<file path="config.mk">
export PLATFORM = sky130hd
export DESIGN_NAME = primary_synth_config_regs
export DESIGN_NICKNAME = d
export VERILOG_FILES = /design/src/common/primary_synth_pkg.sv /design/src/design/primary_synth_config_regs.sv
export VERILOG_INCLUDE_DIRS = /design/src /design/src/common
export SDC_FILE = /design/constraint.sdc
export NUM_CORES = 1
export LEC_CHECK = 0
export BUFFER_PORTS_ARGS = -buffer_cell sky130_fd_sc_hd__clkbuf_2
export CAP_MARGIN = 0
export CELL_PAD_IN_SITES_DETAIL_PLACEMENT = 1
export CELL_PAD_IN_SITES_GLOBAL_PLACEMENT = 1
export CORE_UTILIZATION = 36
export DETAILED_ROUTE_END_ITERATION = 10
export PLACE_DENSITY = 0.9
export SKIP_CTS_REPAIR_TIMING = 1
export SLEW_MARGIN = 20
export SYNTH_ARGS = -nofsm -noshare
export SYNTH_HDL_FRONTEND = slang
export SYNTH_SLANG_ARGS = --single-unit
</file>
<file path="constraint.sdc">
create_clock -name clk_in -period 3 [get_ports clk_in]
set_clock_uncertainty 0.1 [all_clocks]
set_input_delay 0.6 -clock clk_in [delete_from_list [all_inputs] [get_ports clk_in]]
set_output_delay 0.6 -clock clk_in [all_outputs]
set_load 0.01 [all_outputs]
</file>
<file path="src/common/primary_synth_regs.svh">
// register indices, field positions, reset values and bus codes of the primary synth block
`ifndef PRIMARY_SYNTH_REGS_SVH
`define PRIMARY_SYNTH_REGS_SVH

// register indices (byte address is four times the index)
`define IDX_LOOP_CONTROL   10'h100
`define IDX_PATH_CONFIG    10'h101
`define IDX_PUMP_CURRENT   10'h102
`define IDX_LOOP_FILTER    10'h103

// synth_loop_control bits
`define CTL_CAL_BIT        3
`define CTL_SYNC_BIT       2
`define CTL_PD_BIT         1
`define CTL_RST_BIT        0
`define CTL_RESET          4'h0

// synth_path_config bits
`define PATH_DBL_BIT       3
`define PATH_MODE_HI       2
`define PATH_MODE_LO       1
`define PATH_MOD_PD_BIT    0
`define PATH_RESET         4'h1

// pump_current_setting
`define PUMP_RESET         8'h8d
`define PUMP_UA_SHIFT      2

// loop_filter_setting fields: [7:6] second pole, [5:3] zero, [2:0] first pole
`define FILT_P2_HI         7
`define FILT_P2_LO         6
`define FILT_RZ_HI         5
`define FILT_RZ_LO         3
`define FILT_CP_HI         2
`define FILT_CP_LO         0
`define FILT_RESET         8'he8

// loop mode codes
`define MODE_SINGLE        2'h0
`define MODE_CASCADE       2'h1
`define MODE_FIXED_DELAY   2'h2

// axi responses
`define RESP_OKAY          2'h0
`define RESP_SLVERR        2'h2

`endif

</file>
<file path="src/common/primary_synth_pkg.sv">
// types shared by the primary synth configuration block
package primary_synth_pkg;

	// controls driven into the synthesizer analog and divider logic
	typedef struct packed {
		logic       cal_start;         // one-cycle calibration start pulse
		logic       dist_sync;         // hold downstream dividers in sync
		logic       synth_powerdown;   // loop powered down
		logic       synth_reset;       // loop held in reset
		logic       doubler_sel;       // 0 ref_input_divider, 1 doubler
		logic [1:0] loop_mode;         // feedback path select
		logic       modulator_pd;      // feedback_modulator powered down
		logic [7:0] pump_code;         // charge pump code
		logic [9:0] pump_ua;           // charge pump current in microamps
		logic [1:0] second_pole_resistor_code;
		logic [2:0] zero_resistor_code;
		logic [2:0] first_pole_cap_code;
	} synth_ctrl_t;

endpackage

</file>
<file path="src/design/primary_synth_config_regs.sv">
// axi4-lite register bank for the primary synth loop controls
//
// Contract
// - calibrate bit rising edge starts one calibration
// - sync bit high holds downstream dividers synced
// - path bit selects divider (0) or doubler (1)
// - loop mode selects feedback path; 11 reserved
// - modulator power-down resets to one
// - pump field resets 0x8d; current is 4x
// - zero resistor code resets to five
// - first pole capacitor code resets to zero
`timescale 1ns/1ps
`include "primary_synth_regs.svh"

module primary_synth_config_regs (
	input  wire logic                        clk_in,          // 25 MHz clock
	input  wire logic                        nrst_in,         // async reset, active low
	input  wire logic [11:0]                 awaddr_in,       // write address
	input  wire logic                        awvalid_in,      // write address valid
	output logic                             awready_out,     // write address ready
	input  wire logic [31:0]                 wdata_in,        // write data
	input  wire logic [3:0]                  wstrb_in,        // write byte strobes
	input  wire logic                        wvalid_in,       // write data valid
	output logic                             wready_out,      // write data ready
	output logic [1:0]                       bresp_out,       // write response
	output logic                             bvalid_out,      // write response valid
	input  wire logic                        bready_in,       // write response ready
	input  wire logic [11:0]                 araddr_in,       // read address
	input  wire logic                        arvalid_in,      // read address valid
	output logic                             arready_out,     // read address ready
	output logic [31:0]                      rdata_out,       // read data
	output logic [1:0]                       rresp_out,       // read response
	output logic                             rvalid_out,      // read data valid
	input  wire logic                        rready_in,       // read data ready
	output primary_synth_pkg::synth_ctrl_t   synth_ctrl_out   // controls to the loop
);
	import primary_synth_pkg::*;

	// stored fields
	logic [3:0]  loop_control;     // cal, sync, powerdown, reset
	logic [3:0]  path_config;      // doubler, mode[1:0], modulator pd
	logic [7:0]  pump_current;     // charge pump code
	logic [7:0]  loop_filter;      // filter component codes
	logic [9:0]  pump_ua;          // derived current, registered
	logic        cal_prev;         // last cal bit, for edge detect
	logic        cal_pulse;        // calibration start pulse

	// write channel state
	logic        aw_held;          // address captured
	logic        w_held;           // data captured
	logic [9:0]  aw_index;         // captured word index
	logic [7:0]  w_byte;           // captured low data byte
	logic        w_lane0;          // captured strobe of byte 0
	logic        awready;          // address ready flop
	logic        wready;           // data ready flop
	logic        bvalid;           // response valid flop
	logic [1:0]  bresp;            // response code flop

	// read channel state
	logic        arready;          // read address ready flop
	logic        rvalid;           // read data valid flop
	logic [31:0] rdata;            // read data flop
	logic [1:0]  rresp;            // read response flop

	// handshake and decode wires
	wire         aw_fire   = awvalid_in & awready;
	wire         w_fire    = wvalid_in & wready;
	wire         b_fire    = bvalid & bready_in;
	wire         ar_fire   = arvalid_in & arready;
	wire         r_fire    = rvalid & rready_in;
	wire         wr_go     = aw_held & w_held & ~bvalid;
	wire         sel_ctl   = (aw_index == `IDX_LOOP_CONTROL);
	wire         sel_path  = (aw_index == `IDX_PATH_CONFIG);
	wire         sel_pump  = (aw_index == `IDX_PUMP_CURRENT);
	wire         sel_filt  = (aw_index == `IDX_LOOP_FILTER);
	wire         wr_hit    = sel_ctl | sel_path | sel_pump | sel_filt;
	wire         wr_en     = wr_go & w_lane0;
	wire [9:0]   rd_index  = araddr_in[11:2];
	wire         rd_ctl    = (rd_index == `IDX_LOOP_CONTROL);
	wire         rd_path   = (rd_index == `IDX_PATH_CONFIG);
	wire         rd_pump   = (rd_index == `IDX_PUMP_CURRENT);
	wire         rd_filt   = (rd_index == `IDX_LOOP_FILTER);
	wire         rd_hit    = rd_ctl | rd_path | rd_pump | rd_filt;

	// read mux: narrow registers sit low, reserved and upper bits are zero
	wire [31:0]  rd_word   = rd_ctl  ? {28'h0000000, loop_control} :
	                         rd_path ? {28'h0000000, path_config}  :
	                         rd_pump ? {24'h000000, pump_current}  :
	                         rd_filt ? {24'h000000, loop_filter}   :
	                                   32'h00000000;

	// address phase: held until the response has been taken
	always_ff @(posedge clk_in or negedge nrst_in)
	begin
		if (!nrst_in)
		begin
			aw_held  <= 1'b0;
			aw_index <= 10'h000;
			awready  <= 1'b1;
		end
		else if (aw_fire)
		begin
			aw_held  <= 1'b1;
			aw_index <= awaddr_in[11:2];
			awready  <= 1'b0;
		end
		else if (b_fire)
		begin
			aw_held  <= 1'b0;
			awready  <= 1'b1;
		end
	end

	// data phase: taken independently of the address, in either order
	always_ff @(posedge clk_in or negedge nrst_in)
	begin
		if (!nrst_in)
		begin
			w_held  <= 1'b0;
			w_byte  <= 8'h00;
			w_lane0 <= 1'b0;
			wready  <= 1'b1;
		end
		else if (w_fire)
		begin
			w_held  <= 1'b1;
			w_byte  <= wdata_in[7:0];
			w_lane0 <= wstrb_in[0];
			wready  <= 1'b0;
		end
		else if (b_fire)
		begin
			w_held  <= 1'b0;
			wready  <= 1'b1;
		end
	end

	// write response once both halves are in; unmapped gets slverr
	always_ff @(posedge clk_in or negedge nrst_in)
	begin
		if (!nrst_in)
		begin
			bvalid <= 1'b0;
			bresp  <= `RESP_OKAY;
		end
		else if (wr_go)
		begin
			bvalid <= 1'b1;
			bresp  <= wr_hit ? `RESP_OKAY : `RESP_SLVERR;
		end
		else if (b_fire)
			bvalid <= 1'b0;
	end

	// register storage; only byte lane 0 carries data, reserved bits are dropped
	always_ff @(posedge clk_in or negedge nrst_in)
	begin
		if (!nrst_in)
		begin
			loop_control <= `CTL_RESET;
			path_config  <= `PATH_RESET;
			pump_current <= `PUMP_RESET;
			loop_filter  <= `FILT_RESET;
		end
		else if (wr_en)
		begin
			if (sel_ctl)
				loop_control <= w_byte[3:0];
			if (sel_path)
				path_config <= w_byte[3:0];
			if (sel_pump)
				pump_current <= w_byte;
			if (sel_filt)
				loop_filter <= w_byte;
		end
	end

	// calibration start on the low-to-high change of the cal bit only;
	// a bit left at one retriggers nothing until it is cleared again
	always_ff @(posedge clk_in or negedge nrst_in)
	begin
		if (!nrst_in)
		begin
			cal_prev  <= 1'b0;
			cal_pulse <= 1'b0;
		end
		else
		begin
			cal_prev  <= loop_control[`CTL_CAL_BIT];
			cal_pulse <= loop_control[`CTL_CAL_BIT] & ~cal_prev;
		end
	end

	// pump current in microamps, registered so the output is a flop
	always_ff @(posedge clk_in or negedge nrst_in)
	begin
		if (!nrst_in)
			pump_ua <= {2'b00, `PUMP_RESET} << `PUMP_UA_SHIFT;
		else
			pump_ua <= {2'b00, pump_current} << `PUMP_UA_SHIFT;
	end

	// read channel: one read at a time, data one cycle after the address
	always_ff @(posedge clk_in or negedge nrst_in)
	begin
		if (!nrst_in)
		begin
			arready <= 1'b1;
			rvalid  <= 1'b0;
			rdata   <= 32'h00000000;
			rresp   <= `RESP_OKAY;
		end
		else if (ar_fire)
		begin
			arready <= 1'b0;
			rvalid  <= 1'b1;
			rdata   <= rd_word;
			rresp   <= rd_hit ? `RESP_OKAY : `RESP_SLVERR;
		end
		else if (r_fire)
		begin
			arready <= 1'b1;
			rvalid  <= 1'b0;
		end
	end

	// bus outputs
	assign awready_out = awready;
	assign wready_out  = wready;
	assign bvalid_out  = bvalid;
	assign bresp_out   = bresp;
	assign arready_out = arready;
	assign rvalid_out  = rvalid;
	assign rdata_out   = rdata;
	assign rresp_out   = rresp;

	// loop controls straight from the stored fields, except cal_start from the edge-detect flop and pump_ua from its flop
	assign synth_ctrl_out.cal_start                 = cal_pulse;
	assign synth_ctrl_out.dist_sync                 = loop_control[`CTL_SYNC_BIT];
	assign synth_ctrl_out.synth_powerdown           = loop_control[`CTL_PD_BIT];
	assign synth_ctrl_out.synth_reset               = loop_control[`CTL_RST_BIT];
	assign synth_ctrl_out.doubler_sel               = path_config[`PATH_DBL_BIT];
	assign synth_ctrl_out.loop_mode                 =
		path_config[`PATH_MODE_HI:`PATH_MODE_LO];
	assign synth_ctrl_out.modulator_pd              = path_config[`PATH_MOD_PD_BIT];
	assign synth_ctrl_out.pump_code                 = pump_current;
	assign synth_ctrl_out.pump_ua                   = pump_ua;
	assign synth_ctrl_out.second_pole_resistor_code = loop_filter[`FILT_P2_HI:`FILT_P2_LO];
	assign synth_ctrl_out.zero_resistor_code        = loop_filter[`FILT_RZ_HI:`FILT_RZ_LO];
	assign synth_ctrl_out.first_pole_cap_code       = loop_filter[`FILT_CP_HI:`FILT_CP_LO];
endmodule // primary_synth_config_regs

</file>
==> flow_metrics.py <==
metrics = {
    "sta": {
        "finalSetupTns_ps": 0,
        "relSlewSlack_pct": 48.01,
        "worst_slew_pin_slew_ps": 779.8,
        "hold_violations": 0,
        "final_critical_path_setup_slack_ps": 729.5,
        "maxClockFrequency_mhz": 440.4,
        "min_period_over_period_pct": 75.68,
        "final.min_clock_period_ps": 2271,
        "drv_slew": 0,
        "rsz_0062_raised_after_global_routing": "false",
        "setup_viol": 0,
    },
    "synth": {
        "seq_area_frac_synth_pct": 58.80,
        "mappedNetlistArea_um2": 3013,
        "async_reset_ff_share_pct": 100.0,
        "number_of_flops_mapped_to_enable_cells_by_yosys": 0,
        "yosys_most_used_dff": "dfrtp_1",
        "yosysUniqueCellTypes": 28,
        "synthesis.yosys.warnings": 0,
        "flip_flop_and_latch_count_after_synthesis": 70,
        "post_synthesis_average_cell_area_um2": 13.95,
        "synthCells": 216,
    },
    "setup_path": {
        "critical_path_required_ps": 3110,
        "worstSetupStartpointType": "register",
        "crit_slowest_cell": "or4b_1",
        "path_delay_family": "simple AND/OR/NAND/NOR gates",
        "worst-path-max-fanout": 8,
        "worst_ep_arrival_time_ps": 2380,
        "critPathCaptureType": "register",
        "path_class": "register to register",
        "critPathBufInv": 1,
        "cpPeakStageDelay_ps": 740,
        "critical_path.cell_chain": "or4b_1, nor4_4, buf_4, mux2_2",
    },
    "floorplanning": {
        "floorplan.core_area_um2": 8175,
        "die_height_um": 93.48,
        "std_cell_rows": 33,
        "design.die.area_um2": 8739,
        "floorplan.initialDensity_pct": 36.85,
        "pin_count": 142,
        "die_x_um": 93.48,
    },
    "detailed_routing": {
        "drt_drc_violations_left": 0,
        "drt_iter0_drc": 29,
        "vias": 1884,
        "finalWirelength_mm": 6.161,
        "detail-route-antenna-nets": 0,
        "drt-pass1-iter-count": 4,
        "routed_wire_length_per_instance_um": 14.92,
        "route.detailed.vias_per_inst": 4.562,
    },
    "cells_and_area": {
        "final_design_area_no_fill_um2": 3669,
        "layout.core_utilization_pct": 44.87,
        "final_layout_size_suffix_gt1_share_pct": 53.90,
        "final_net_count": 370,
        "antennaDiodeCount": 0,
        "areaGrowthSynthToFinish_pct": 21.76,
    },
    "global_routing": {
        "use_met1_pct": 18.43,
        "grt_start_max_net_pins": 38,
        "grt_pass1_vias": 1913,
        "grt_usage_pct": 15.11,
        "gr-total-overflow": 0,
        "antenna_violations_before_repair": 0,
        "met3_usage_pct": 3.740,
        "globalRoute.busiestLayer": "met2",
        "grt_use_met2_pct": 25.25,
        "wire_length_of_the_first_global_routing_pass_mm": 9.742,
    },
    "cts": {
        "cts_tree": "built",
        "clk_root_buffer_cell": "clkbuf_8",
        "cts.htree.levels": 3,
        "cts_sinks": 70,
        "worst_setup_hold_path_clk_slew_ps": 70,
        "tritoncts.num_buffers": 9,
        "clkLatencyLatePin_ps": 330,
        "ctsLongestPathBuffers": 2,
    },
    "run": {
        "cap_violations": 0,
    },
    "place": {
        "port-buffer-count": 82,
        "place_area_um2": 3435,
        "preCtsSetupSlack_ps": 727.9,
        "gp_routability_congestion": 0.7069,
        "post-dp-hpwl_mm": 4.655,
    },
    "pwr": {
        "power_density_nw_per_um2": 718.3,
        "vdd.ir_drop.worst_mv": 0.3369,
        "power_leakage_nw": 1.848,
    },
    "min_path": {
        "worstHoldPathType": "input pin to asynchronous set/reset pin",
    },
    "status": {
        "run_status": "finished clean",
    },
}
-- cells in the final DEF (no fill, tap or decap), drive strengths merged, types with 2 or more instances in the layout --
master / instances
clkbuf: 94
nand2: 19
nor2: 2
inv: 6
o21ai: 11
nor4: 4
mux2i: 7
mux2: 43
conb: 28
bufinv: 2
dfrtp: 54
nor4b: 2
dfstp: 16
mux4: 4
buf: 4
nand2b: 2
-- final cells by class --
| type | instances | area (um^2) |
|---|---|---|
| inverter | 6 | 22.52 |
| timing repair buffer | 85 | 445.4 |
| tap | 105 | 131.4 |
| fill | 906 | 4507 |
| sequential | 70 | 1772 |
| clock buffer | 13 | 168.9 |
| multi-input combinational | 131 | 1064 |
| clock inverter | 3 | 65.06 |
-- registers in the layout, summed over array words and instances, names as in the netlist, 4 cells and up --
| name | flops |
|---|---|
| aw_index | 10 |
| pump_ua | 8 |
| loop_filter | 8 |
| loop_control | 4 |
| path_config | 4 |
| w_byte | 8 |
| rdata_out | 8 |
| pump_current | 8 |
-- kinds of logic after synthesis --
family	share of synthesized area, %
mux	21.39
other cells	0.1245
buf+inv	9.261
compound gates	2.076
flops	58.80
simple gates	8.348
-- final timing paths --
| check | from | end | slack, ps | depth (start not counted) |
|---|---|---|---|---|
| max | aw_index[7] | loop_filter[0] | 730 | 4 |
| min | nrst_in | rvalid_out | 240 | 1 |
| max reg2reg | aw_index[7] | loop_filter[0] | 730 | 4 |
| min reg2reg | pump_current[2] | pump_ua[4] | 290 | 0 |
| max in group asynchronous | nrst_in | pump_current[2] | 1810 | 2 |
| min in group clk_in | pump_current[2] | pump_ua[4] | 290 | 0 |
-- stage by stage --
stage	std cells	hold WS (ps)	total power, mW
after global routing	413	295.0	2.782
after detailed placement	397	279.8	1.783
after global placement	397	276.7	1.744
after CTS	413	257.7	2.666
after floorplan	243	204.4	1.634
final	413	235.9	2.635
-- where the power goes --
| group | internal (mW) | total (mW) | switching [mW] |
|---|---|---|---|
| Combinational | 0.232 | 0.459 | 0.228 |
| Sequential | 1.15 | 1.29 | 0.146 |
| Clock | 0.536 | 0.881 | 0.345 |
| Total | 1.92 | 2.63 | 0.719 |
-- Yosys cell counts (2+ instances only) --
cell	number	area [um^2]
buf_4	32	240.2
clkbuf_1	3	11.26
dfrtp_1	54	1351
dfstp_2	16	420.4
inv_1	6	22.52
mux2_2	42	473.0
mux2i_1	7	70.07
mux4_2	4	90.09
nand2_1	19	71.32
nand2b_1	2	12.51
nor2_1	2	7.510
nor4_4	3	63.81
o21ai_0	11	55.05
-- layer usage --
| metal | up-vias | share of wire [%] |
|---|---|---|
| met2 | 78 | 51 |
| met1 | 940 | 42 |
| met3 | 8 | 5.8 |
| met4 | 0 | 1.4 |
| met5 | - | 0 |
| li1 | 858 | - |
(Power assumes the default switching activity.)
